File: src/hw/sensor_status_consts.vh
// constants for the fifo status, timestamp and interrupt configuration slice
// assumes a 50 MHz system clock and an 8-bit host register port
`ifndef SENSOR_STATUS_CONSTS_VH
`define SENSOR_STATUS_CONSTS_VH

// register offsets on the host register port
`define ADDR_FIFO_STATUS1     8'h3a
`define ADDR_FIFO_STATUS_SECOND     8'h3b
`define ADDR_IRQ_CONFIG1      8'h56
`define ADDR_IRQ_CONFIG2      8'h58
`define ADDR_TIME_BYTE0       8'h40
`define ADDR_TIME_BYTE1       8'h41
`define ADDR_TIME_BYTE2       8'h42
`define ADDR_TIME_BYTE3       8'h43

// fifo_status_second field positions
`define ST2_LEVEL_MARK        7
`define ST2_OVERRUN           6
`define ST2_NEARLY_FULL       5
`define ST2_BATCH             4
`define ST2_STICKY_OVR        3

// irq_config_first field positions
`define CFG1_CLR_ON_READ      6
`define CFG1_SLEEP_LEVEL      5
`define CFG1_FILTER_SEL       4
`define CFG1_LATCH_MODE       0
// irq_config_second field positions
`define CFG2_FUNC_ENABLE      7
`define CFG2_INACT_HI         6
`define CFG2_INACT_LO         5

// writable bit masks, reserved bits store nothing and read zero
`define CFG1_WMASK            8'h71
`define CFG2_WMASK            8'he0
// reset values
`define CFG1_RESET            8'h00
`define CFG2_RESET            8'h00
`define STATUS_RESET          8'h00

// inactivity mode codes
`define INACT_FLAGS_ONLY      2'b00
`define INACT_XL_LOW          2'b01
`define INACT_GYRO_SLEEP      2'b10
`define INACT_GYRO_OFF        2'b11

// timestamp timing: 25 us nominal tick, 20 ns clock
`define CLK_PERIOD_NS         20
`define TICK_NS               25000
`define TICK_CYCLES           (`TICK_NS / `CLK_PERIOD_NS)
// trim scaling: 0.0015 per trim step expressed as 15 per 10000
`define TRIM_SCALE            10000
`define TRIM_STEP             15
`define PHASE_MODULUS         (`TICK_CYCLES * `TRIM_SCALE)

`endif

File: src/hw/fifo_status_timestamp_irq_cfg.v
// fifo status flags, free-running timestamp and interrupt configuration
// assumes fifo level, watermark, batch threshold, trim and event inputs come
// from logic on the same 50 MHz clock; host accesses arrive as one-cycle strobes
//
// Operation
// - level mark set while fill reaches watermark
// - overrun flag high while fifo completely full
// - nearly-full flag one sample ahead of full
// - batch flag set at threshold, read clears
// - sticky overrun flag cleared by status read
// - unread count upper two bits in status
// - all flags and count reset to zero
// - 32-bit read-only timestamp, 25 us tick
// - tick period trimmed by 0.0015 per step
// - latched irq release per clear-upon-read bit
// - sleep output pulse or level when routed
// - filter select slope or high-pass
// - latch mode holds irq until cleared
// - inactivity mode decodes power actions
// - enable bit gates all event functions
// - low eight count bits at 3ah
`default_nettype none
`include "sensor_status_consts.vh"

module fifo_status_timestamp_irq_cfg
  #(parameter FIFO_DEPTH     = 438,  // entries the fifo can hold
    parameter SAMPLE_ENTRIES = 1,    // entries added per sample period
    parameter EVENTS         = 4)    // number of event interrupt lines
  (
    // clock and reset
    input  wire               I_CLK_SYS,
    input  wire               I_RST_B,
    // host register port
    input  wire [7:0]         I_REG_ADDR,
    input  wire               I_REG_WR,
    input  wire [7:0]         I_REG_WDATA,
    input  wire               I_REG_RD,
    output reg  [7:0]         O_REG_RDATA,
    output reg                O_REG_RVALID,
    // fifo and batch counter side
    input  wire [9:0]         I_FIFO_LEVEL,
    input  wire [8:0]         I_WATERMARK_LEVEL,
    input  wire [9:0]         I_BATCH_THRESHOLD,
    input  wire               I_BATCH_TICK,
    input  wire               I_SAMPLE_TICK,
    // oscillator trim, signed
    input  wire signed [7:0]  I_OSC_TRIM_FINE,
    // event detectors and their status-register reads
    input  wire [EVENTS-1:0]  I_EVENT,
    input  wire [EVENTS-1:0]  I_EVENT_STATUS_RD,
    // sleep state and its routing
    input  wire               I_SLEEP_STATE,
    input  wire               I_IRQ1_SLEEP_ROUTE,
    input  wire               I_IRQ2_SLEEP_ROUTE,
    // interrupt and control outputs
    output reg  [EVENTS-1:0]  O_EVENT_IRQ,
    output reg                O_IRQ1_SLEEP,
    output reg                O_IRQ2_SLEEP,
    output reg                O_MOTION_FILTER_SELECT,
    output reg                O_FUNCS_ENABLE,
    output reg                O_XL_LOW_RATE,
    output reg                O_GYRO_SLEEP,
    output reg                O_GYRO_POWER_DOWN
  );

  // address decode, used for reads and writes alike
  function is_addr;
    input [7:0] a;
    input [7:0] b;
    begin
      is_addr = (a == b);
    end
  endfunction


  // configuration registers

  reg  [7:0] irq_config_first;   // latch, clear-on-read, sleep level, filter
  reg  [7:0] irq_config_second;  // function enable, inactivity mode

  wire clr_on_read = irq_config_first[`CFG1_CLR_ON_READ];
  wire sleep_level = irq_config_first[`CFG1_SLEEP_LEVEL];
  wire latch_mode  = irq_config_first[`CFG1_LATCH_MODE];
  wire funcs_on    = irq_config_second[`CFG2_FUNC_ENABLE];
  wire [1:0] inactivity_mode = {irq_config_second[`CFG2_INACT_HI],
                                irq_config_second[`CFG2_INACT_LO]};

  // writes only reach the two config registers; reserved bits are masked
  // so a careless host cannot leave junk that reads back
  always @(posedge I_CLK_SYS)
  begin
    if (!I_RST_B)
    begin
      irq_config_first  <= `CFG1_RESET;
      irq_config_second <= `CFG2_RESET;
    end
    else if (I_REG_WR)
    begin
      if (is_addr(I_REG_ADDR, `ADDR_IRQ_CONFIG1))
        irq_config_first <= I_REG_WDATA & `CFG1_WMASK;
      if (is_addr(I_REG_ADDR, `ADDR_IRQ_CONFIG2))
        irq_config_second <= I_REG_WDATA & `CFG2_WMASK;
      // status and timestamp addresses fall through untouched
    end
  end


  // fifo status flags

  localparam [9:0] DEPTH_W    = FIFO_DEPTH[9:0];
  localparam [9:0] NEAR_LEVEL = FIFO_DEPTH[9:0] - SAMPLE_ENTRIES[9:0];

  reg       fifo_level_mark_flag;   // fill at or above watermark
  reg       fifo_overrun_flag;      // fifo completely filled
  reg       fifo_nearly_full_flag;  // full after the next sample
  reg       batch_count_flag;       // batch threshold reached
  reg       sticky_overrun_flag;    // overrun seen since last read
  reg [9:0] unread_entry_count;     // entries of tag plus six bytes

  // host reads of the second status register clear the read-cleared flags
  wire rd_status2 = I_REG_RD & is_addr(I_REG_ADDR, `ADDR_FIFO_STATUS_SECOND);

  // live flags sampled together each cycle so they always agree
  always @(posedge I_CLK_SYS)
  begin
    if (!I_RST_B)
    begin
      fifo_level_mark_flag  <= 1'b0;
      fifo_overrun_flag     <= 1'b0;
      fifo_nearly_full_flag <= 1'b0;
      unread_entry_count    <= 10'h000;
    end
    else
    begin
      fifo_level_mark_flag  <= (I_FIFO_LEVEL >= {1'b0, I_WATERMARK_LEVEL});
      fifo_overrun_flag     <= (I_FIFO_LEVEL >= DEPTH_W);
      // one sample more would fill it, but it is not full yet
      fifo_nearly_full_flag <= (I_FIFO_LEVEL >= NEAR_LEVEL) &&
                               (I_FIFO_LEVEL < DEPTH_W);
      unread_entry_count    <= I_FIFO_LEVEL;
    end
  end

  // sticky overrun: a new overrun in the read cycle wins over the clear
  always @(posedge I_CLK_SYS)
  begin
    if (!I_RST_B)
      sticky_overrun_flag <= 1'b0;
    else if (fifo_overrun_flag)
      sticky_overrun_flag <= 1'b1;
    else if (rd_status2)
      sticky_overrun_flag <= 1'b0;
  end

  // batch counter counts batch ticks up to the programmed threshold
  reg  [9:0] batch_count;  // ticks since the last threshold hit
  wire       batch_hit = I_BATCH_TICK && (I_BATCH_THRESHOLD != 10'h000) &&
                         (batch_count + 10'h001 >= I_BATCH_THRESHOLD);

  always @(posedge I_CLK_SYS)
  begin
    if (!I_RST_B)
    begin
      batch_count      <= 10'h000;
      batch_count_flag <= 1'b0;
    end
    else
    begin
      if (batch_hit)
        batch_count <= 10'h000;
      else if (I_BATCH_TICK)
        batch_count <= batch_count + 10'h001;
      // set wins over the read clear
      if (batch_hit)
        batch_count_flag <= 1'b1;
      else if (rd_status2)
        batch_count_flag <= 1'b0;
    end
  end

  // live image of the second status register
  wire [7:0] status2_live = {fifo_level_mark_flag, fifo_overrun_flag,
                             fifo_nearly_full_flag, batch_count_flag,
                             sticky_overrun_flag, 1'b0,
                             unread_entry_count[9:8]};

  // reading the first status register freezes the second one, so the
  // count split over two bytes comes from one sample
  reg [7:0] status2_snap;  // frozen copy for the following read
  reg       snap_armed;    // the previous read was status one

  always @(posedge I_CLK_SYS)
  begin
    if (!I_RST_B)
    begin
      status2_snap <= `STATUS_RESET;
      snap_armed   <= 1'b0;
    end
    else if (I_REG_RD)
    begin
      if (is_addr(I_REG_ADDR, `ADDR_FIFO_STATUS1))
      begin
        status2_snap <= status2_live;
        snap_armed   <= 1'b1;
      end
      else
        snap_armed <= 1'b0;
    end
  end

  // timestamp with trimmed tick
  // phase accumulator: adds 10000 + 15 * trim per clock and ticks at
  // 1250 * 10000, so the period is 25 us / (1 + 0.0015 * trim); the
  // fraction carries over, so no error builds up between ticks
  localparam [23:0]        MODULUS   = `PHASE_MODULUS;
  localparam [23:0]        BASE_STEP = `TRIM_SCALE;  // step at zero trim
  localparam signed [15:0] TRIM_MUL  = `TRIM_STEP;   // step per trim count

  reg  [23:0]        phase;        // fractional tick phase
  reg  [31:0]        time_count;   // 32-bit timestamp
  wire signed [15:0] trim_step = TRIM_MUL * I_OSC_TRIM_FINE;
  wire [23:0]        phase_step = BASE_STEP + {{8{trim_step[15]}}, trim_step};
  wire [23:0]        phase_sum  = phase + phase_step;
  wire               tick_due   = (phase_sum >= MODULUS);

  always @(posedge I_CLK_SYS)
  begin
    if (!I_RST_B)
    begin
      phase      <= 24'h000000;
      time_count <= 32'h00000000;
    end
    else
    begin
      if (tick_due)
      begin
        phase      <= phase_sum - MODULUS;
        time_count <= time_count + 32'h00000001;
      end
      else
        phase <= phase_sum;
    end
  end

  // read of the low byte freezes the whole word for bytes one to three
  wire       rd_time0  = I_REG_RD & is_addr(I_REG_ADDR, `ADDR_TIME_BYTE0);
  wire       rd_timehi = I_REG_RD & (is_addr(I_REG_ADDR, `ADDR_TIME_BYTE1) |
                                     is_addr(I_REG_ADDR, `ADDR_TIME_BYTE2) |
                                     is_addr(I_REG_ADDR, `ADDR_TIME_BYTE3));
  wire [7:0] snap_byte;  // registered byte from the snapshot memory

  time_snap_mem
    #(.BYTES (4))
  u_time_snap
  (
    .clk   (I_CLK_SYS),
    .rst_b (I_RST_B),
    .load  (rd_time0),
    .word  (time_count),
    .rd    (rd_timehi),
    .sel   (I_REG_ADDR[1:0]),
    .rdata (snap_byte)
  );


  // read path: stage one picks a register, stage two drives the port

  reg [7:0] rd_stage;      // data chosen in the access cycle
  reg       rd_from_snap;  // stage two takes the memory byte
  reg       rd_pending;    // a read is in flight
  reg [7:0] next_rd_stage; // combinational selection

  always @*
  begin
    next_rd_stage = 8'h00;  // unmapped addresses read as zero
    case (I_REG_ADDR)
      `ADDR_FIFO_STATUS1: next_rd_stage = unread_entry_count[7:0];
      `ADDR_FIFO_STATUS_SECOND: next_rd_stage = snap_armed ? status2_snap
                                                     : status2_live;
      `ADDR_IRQ_CONFIG1:  next_rd_stage = irq_config_first;
      `ADDR_IRQ_CONFIG2:  next_rd_stage = irq_config_second;
      `ADDR_TIME_BYTE0:   next_rd_stage = time_count[7:0];
      default:            next_rd_stage = 8'h00;
    endcase
  end

  always @(posedge I_CLK_SYS)
  begin
    if (!I_RST_B)
    begin
      rd_stage     <= 8'h00;
      rd_from_snap <= 1'b0;
      rd_pending   <= 1'b0;
      O_REG_RDATA  <= 8'h00;
      O_REG_RVALID <= 1'b0;
    end
    else
    begin
      rd_pending   <= I_REG_RD;
      rd_from_snap <= rd_timehi;
      if (I_REG_RD)
        rd_stage <= next_rd_stage;
      O_REG_RVALID <= rd_pending;
      if (rd_pending)
        O_REG_RDATA <= rd_from_snap ? snap_byte : rd_stage;
    end
  end


  // event interrupt requests

  // with latching off the request follows the event; with it on the
  // request holds until its status is read if clear-upon-read is set, else until the sample period ends
  // (the host must set latching with clear-upon-read)
  reg [EVENTS-1:0] held;  // latched requests

  genvar e;
  generate
    for (e = 0; e < EVENTS; e = e + 1)
    begin : gen_event
      wire ev_in   = I_EVENT[e] & funcs_on;
      wire release_now = clr_on_read ? I_EVENT_STATUS_RD[e]
                                     : I_SAMPLE_TICK;
      always @(posedge I_CLK_SYS)
      begin
        if (!I_RST_B)
          held[e] <= 1'b0;
        else if (!latch_mode)
          held[e] <= 1'b0;
        else if (ev_in)
          held[e] <= 1'b1;  // set wins over release
        else if (release_now)
          held[e] <= 1'b0;
      end
      always @(posedge I_CLK_SYS)
      begin
        if (!I_RST_B)
          O_EVENT_IRQ[e] <= 1'b0;
        else
          O_EVENT_IRQ[e] <= ev_in | (latch_mode & funcs_on & held[e] & ~release_now);
      end
    end
  endgenerate


  // sleep status on the interrupt pins

  reg  sleep_prev;  // sleep state one cycle ago
  wire sleep_change = (I_SLEEP_STATE != sleep_prev);
  wire sleep_sig    = funcs_on & (sleep_level ? I_SLEEP_STATE
                                              : sleep_change);

  always @(posedge I_CLK_SYS)
  begin
    if (!I_RST_B)
    begin
      sleep_prev   <= 1'b0;
      O_IRQ1_SLEEP <= 1'b0;
      O_IRQ2_SLEEP <= 1'b0;
    end
    else
    begin
      sleep_prev   <= I_SLEEP_STATE;
      O_IRQ1_SLEEP <= I_IRQ1_SLEEP_ROUTE & sleep_sig;
      O_IRQ2_SLEEP <= I_IRQ2_SLEEP_ROUTE & sleep_sig;
    end
  end


  // filter choice and power actions

  // each mode from gyro sleep up keeps the low rate of the one below, but the top mode swaps gyro sleep for power-down
  always @(posedge I_CLK_SYS)
  begin
    if (!I_RST_B)
    begin
      O_MOTION_FILTER_SELECT <= 1'b0;
      O_FUNCS_ENABLE         <= 1'b0;
      O_XL_LOW_RATE          <= 1'b0;
      O_GYRO_SLEEP           <= 1'b0;
      O_GYRO_POWER_DOWN      <= 1'b0;
    end
    else
    begin
      O_MOTION_FILTER_SELECT <= irq_config_first[`CFG1_FILTER_SEL];
      O_FUNCS_ENABLE         <= funcs_on;
      case (inactivity_mode)
        `INACT_FLAGS_ONLY:
        begin
          O_XL_LOW_RATE     <= 1'b0;
          O_GYRO_SLEEP      <= 1'b0;
          O_GYRO_POWER_DOWN <= 1'b0;
        end
        `INACT_XL_LOW:
        begin
          O_XL_LOW_RATE     <= 1'b1;
          O_GYRO_SLEEP      <= 1'b0;
          O_GYRO_POWER_DOWN <= 1'b0;
        end
        `INACT_GYRO_SLEEP:
        begin
          O_XL_LOW_RATE     <= 1'b1;
          O_GYRO_SLEEP      <= 1'b1;
          O_GYRO_POWER_DOWN <= 1'b0;
        end
        default:
        begin
          O_XL_LOW_RATE     <= 1'b1;
          O_GYRO_SLEEP      <= 1'b0;
          O_GYRO_POWER_DOWN <= 1'b1;
        end
      endcase
    end
  end

endmodule

`default_nettype wire

File: src/hw/time_snap_mem.v
// small byte-read memory holding a frozen copy of the timestamp word
// assumes the whole word is loaded at once and bytes are read one at a time
`default_nettype none

module time_snap_mem
  #(parameter BYTES = 4)
  (
    // clock and synchronous active-low reset
    input  wire       clk,
    input  wire       rst_b,
    // load port: whole word in one cycle
    input  wire       load,
    input  wire [8*BYTES-1:0] word,
    // read port: byte select, registered data
    input  wire       rd,
    input  wire [1:0] sel,
    output reg  [7:0] rdata
  );

  reg [7:0] mem [0:BYTES-1];  // snapshot bytes, index 0 is the low byte

  // load every byte together so a read never mixes two counts
  genvar g;
  generate
    for (g = 0; g < BYTES; g = g + 1)
    begin : gen_byte
      always @(posedge clk)
      begin
        if (!rst_b)
          mem[g] <= 8'h00;
        else if (load)
          mem[g] <= word[8*g +: 8];
      end
    end
  endgenerate

  // registered read data
  always @(posedge clk)
  begin
    if (!rst_b)
      rdata <= 8'h00;
    else if (rd)
      rdata <= mem[sel];
  end

endmodule

`default_nettype wire

File: config.mk
export PLATFORM = sky130hd
export DESIGN_NAME = fifo_status_timestamp_irq_cfg
export DESIGN_NICKNAME = d
export VERILOG_FILES = /design/src/hw/fifo_status_timestamp_irq_cfg.v /design/src/hw/time_snap_mem.v
export VERILOG_INCLUDE_DIRS = /design/src /design/src/hw
export SDC_FILE = /design/constraint.sdc
export NUM_CORES = 1
export LEC_CHECK = 0
export ABC_AREA = 1
export BUFFER_PORTS_ARGS = -buffer_cell sky130_fd_sc_hd__buf_2
export CORE_AREA = 2 2 123 172
export CTS_CLUSTER_SIZE = 28
export DETAILED_ROUTE_END_ITERATION = 8
export DIE_AREA = 0 0 125 174
export PLACE_DENSITY = 0.74
export SLEW_MARGIN = 20
export SYNTH_ARGS = -nofsm -noshare
export SYNTH_HDL_FRONTEND = slang
export SYNTH_HIERARCHICAL = 1
export SYNTH_SLANG_ARGS = --single-unit
File: constraint.sdc
create_clock -name I_CLK_SYS -period 5.6 [get_ports I_CLK_SYS]
set_input_delay 1.12 -clock I_CLK_SYS [delete_from_list [all_inputs] [get_ports I_CLK_SYS]]
set_output_delay 1.12 -clock I_CLK_SYS [all_outputs]
set_load 0.01 [all_outputs]
==> results_dict.tcl <==
set metrics [dict create \
    crit_fanout 5 \
    utilization 0.705 \
    drtIter0Drc 559 \
    synth_mux_area_frac 0 \
    fin_ws_ps -341 \
    grt_pass1_vias 10800 \
    syn-instance-count 1602 \
    synth_area_mm2 0.0109 \
    viasPerCell 5.38 \
    rsz0062_at_grt "true" \
    remaining_drc_errors 0 \
    routed_wl_um 30900 \
    clk-insertion-delay-late_ps 440 \
    die_area_mm2 0.0218 \
    ant_nets 0 \
    num_vias 11100 \
    dr.pass1.iters 6 \
    grt_max_degree 58 \
    globalRouteOverflowTotal 0 \
    power_mw 5.61 \
    cts_tree "yes" \
    nets 1952 \
    cts_root_buffer "clkbuf_16" \
    cap_violations 0 \
    cts_buffers 17 \
    period_share 1.06 \
    die_w_um 125 \
    synth_top_family_by_area "simple AND/OR/NAND/NOR gates" \
    setup_tns_ps -11790 \
    synth-simple-area-share 0.314 \
    start_util 0.538 \
    synth_cell_type_count 50 \
    die_y_um 174 \
    required_ps 5940 \
    clock_sinks 171 \
    final_area_mm2 0.0143 \
    drive_gt1_frac 0.275 \
    area_growth_pct 31.1 \
    skew_ps 8.49 \
    slew_viol_final 0 \
    syn_avg_cell_area_um2 6.82 \
    synth_xor_area_frac 0.0272 \
    ir_worst_vdd_uv 404 \
    finalSetupViolCount 51 \
    antenna_found_initial 0 \
    placedCellCount 2009 \
    cts_max_level 4 \
    synth_top_area_frac 0.255 \
    drt-wirelength-per-cell_um 14.9 \
    synth_top_cell_by_area "dfxtp_1" \
    dpl.hpwl_um 21000 \
    n_antenna_cell 0 \
    fin_crit_ps 5940 \
    cp_slowest_cell "fa_1" \
    finalHoldViolations 0 \
    end_kind "flop" \
    ys_seq_area_frac 0.343 \
    core_area_mm2 0.0203 \
    placed_cell_area_mm2 0.0123 \
    arrival_ps 6280 \
    instances_no_fill 2070 \
    ys_seq_elements 171 \
    p_per_area_mw_per_mm2 392 \
    slowest_delay_ps 540 \
    yosys-top-cells-area "dfxtp_1 25%, nand2_1 15%, edfxtp_1 8.8%" \
    yosys_warnings 6 \
    fmax_mhz 168 \
    path_class "in -> reg" \
    slew_headroom 0.190 \
    grt_pass1_wl_um 47600 \
    grtUsageTotal 0.266 \
    status "finished, violations left" \
    portBuffers 86 \
    synthAdderAreaFrac 0.102 \
    synth_compound_area_frac 0.103 \
    violations "negative setup slack" \
    pin_count 90 \
    place_congestion 0.906 \
    path_clk_slew_ps 70 \
    worst_pin_slew_ps 1200 \
    synth_nets 1752 \
    rows 62 \
    hold_class "reg -> reg" \
    clk_path_buf_depth 2 \
    leakage_nw 6.44 \
    crit_path_start_kind "input pin" \
]
-- cell families after synthesis --
logic type               count (synthesis)
AO/OA/AOI/OAI                          199
adder cells (fa/ha/maj)                 80
AND/OR/NAND/NOR                        820
XOR/XNOR                                34
buffers and inverters                  298
flip-flops                             171
-- metrics by stage --
step | worst slack [ps] | hold slack (ps)
finish | -341 | 408
global placement | -824 | 402
global route | -569 | 438
floorplan | -203 | 391
detailed placement | -953 | 402
CTS | -256 | 411
-- synthesized netlist by cell type, drive strengths merged --
cell type and instances:
ha 65, nand3b 7, a32oi 4, xor2 22, nand2 441, a221oi 1, nor3b 1, clkbuf 16
nand3 112, dfxtp 139, buf 22, and2 2, a2111oi 1, xnor2 12, o21ai 50, nor2 197
o221ai 2, nand4 22, or2 2, or4 1, nor3 25, inv 259, a31oi 14, a22o 1
and3 2, clkinv 1, o21a 3, o211ai 2, a21oi 102, a211oi 13, nor4 8, o22ai 2
a21boi 3, edfxtp 32, o41ai 1, fa 15
-- timing repair --
| item | 4_1_cts | 5_1_grt |
|---|---|---|
| gates resized for setup | 68 | 209 |
| pin swaps | 29 | 75 |
| hold buffers | 0 | 0 |
| gates cloned | 5 | 3 |
| setup buffers | 16 | 12 |
| setup endpoints to repair | 51 | 51 |
| hold endpoints to repair | 0 | 0 |
-- power by group --
| group | leakage [nW] | switching (mW) | internal [mW] |
|---|---|---|---|
| Combinational | 4.69 | 1.73 | 1.33 |
| Sequential | 1.48 | 0.0472 | 1.32 |
| Clock | 0.283 | 0.517 | 0.664 |
-- path summary, 6_finish.rpt --
kind | from | slack (ps) | to | depth (start not counted)
worst min-delay path | irq_config_second[5] | 410 | O_GYRO_SLEEP | 1
worst max register to register | phase[19] | 2440 | phase[15] | 15
worst min register to register | irq_config_second[5] | 410 | O_GYRO_SLEEP | 1
worst max-delay path | I_OSC_TRIM_FINE[3] | -340 | phase[15] | 37
-- routing by layer --
layer,part of all wire,routed length [µm],track usage
met4,0.066,2040,0.144
met3,0.035,1090,0.0363
met2,0.53,16500,0.525
met1,0.37,11300,0.264
met5,0,0,0
-- layout make-up --
type                       instances  area, µm²
clock buffer                      21        480
clock inverter                    10        106
fill                            1638       6000
inverter                         260        996
multi-input combinational       1133       6980
sequential                       171       3740
tap                              256        320
timing repair buffer             219       1700
-- worst max-delay path: cells and delay by family --
family | cells | cell delay, ps
fa+ha+maj | 5 | 2010
compound gates | 5 | 670
xor+xnor | 1 | 110
buf+inv | 10 | 920
simple gates | 16 | 1430
-- placed cells by master, fill, tap and decap left out, types with 18 or more instances in the layout --
cell type and instances:
a21oi_1 58, a21oi_2 38, buf_2 81, buf_4 111, clkbuf_16 20, dfxtp_1 139
edfxtp_1 32, ha_1 45, ha_4 18, inv_1 228, inv_2 27, nand2_1 358
nand2_2 65, nand3_1 81, nand3_2 30, nand4_1 22, nor2_1 166, nor2_2 20
nor3_1 24, o21ai_0 46, xor2_1 21
-- state kept, by name, summed over array words and instances, names as in the netlist, 3 cells and up --
register,cells
time_count,32
u_time_snap/mem,32
phase,24
batch_count,10
unread_entry_count,10
O_REG_RDATA,8
rd_stage,8
u_time_snap/rdata,8
status2_snap,7
O_EVENT_IRQ,4
held,4
irq_config_first,4
irq_config_second,3
Note: power is estimated with default switching activity, not from simulation.
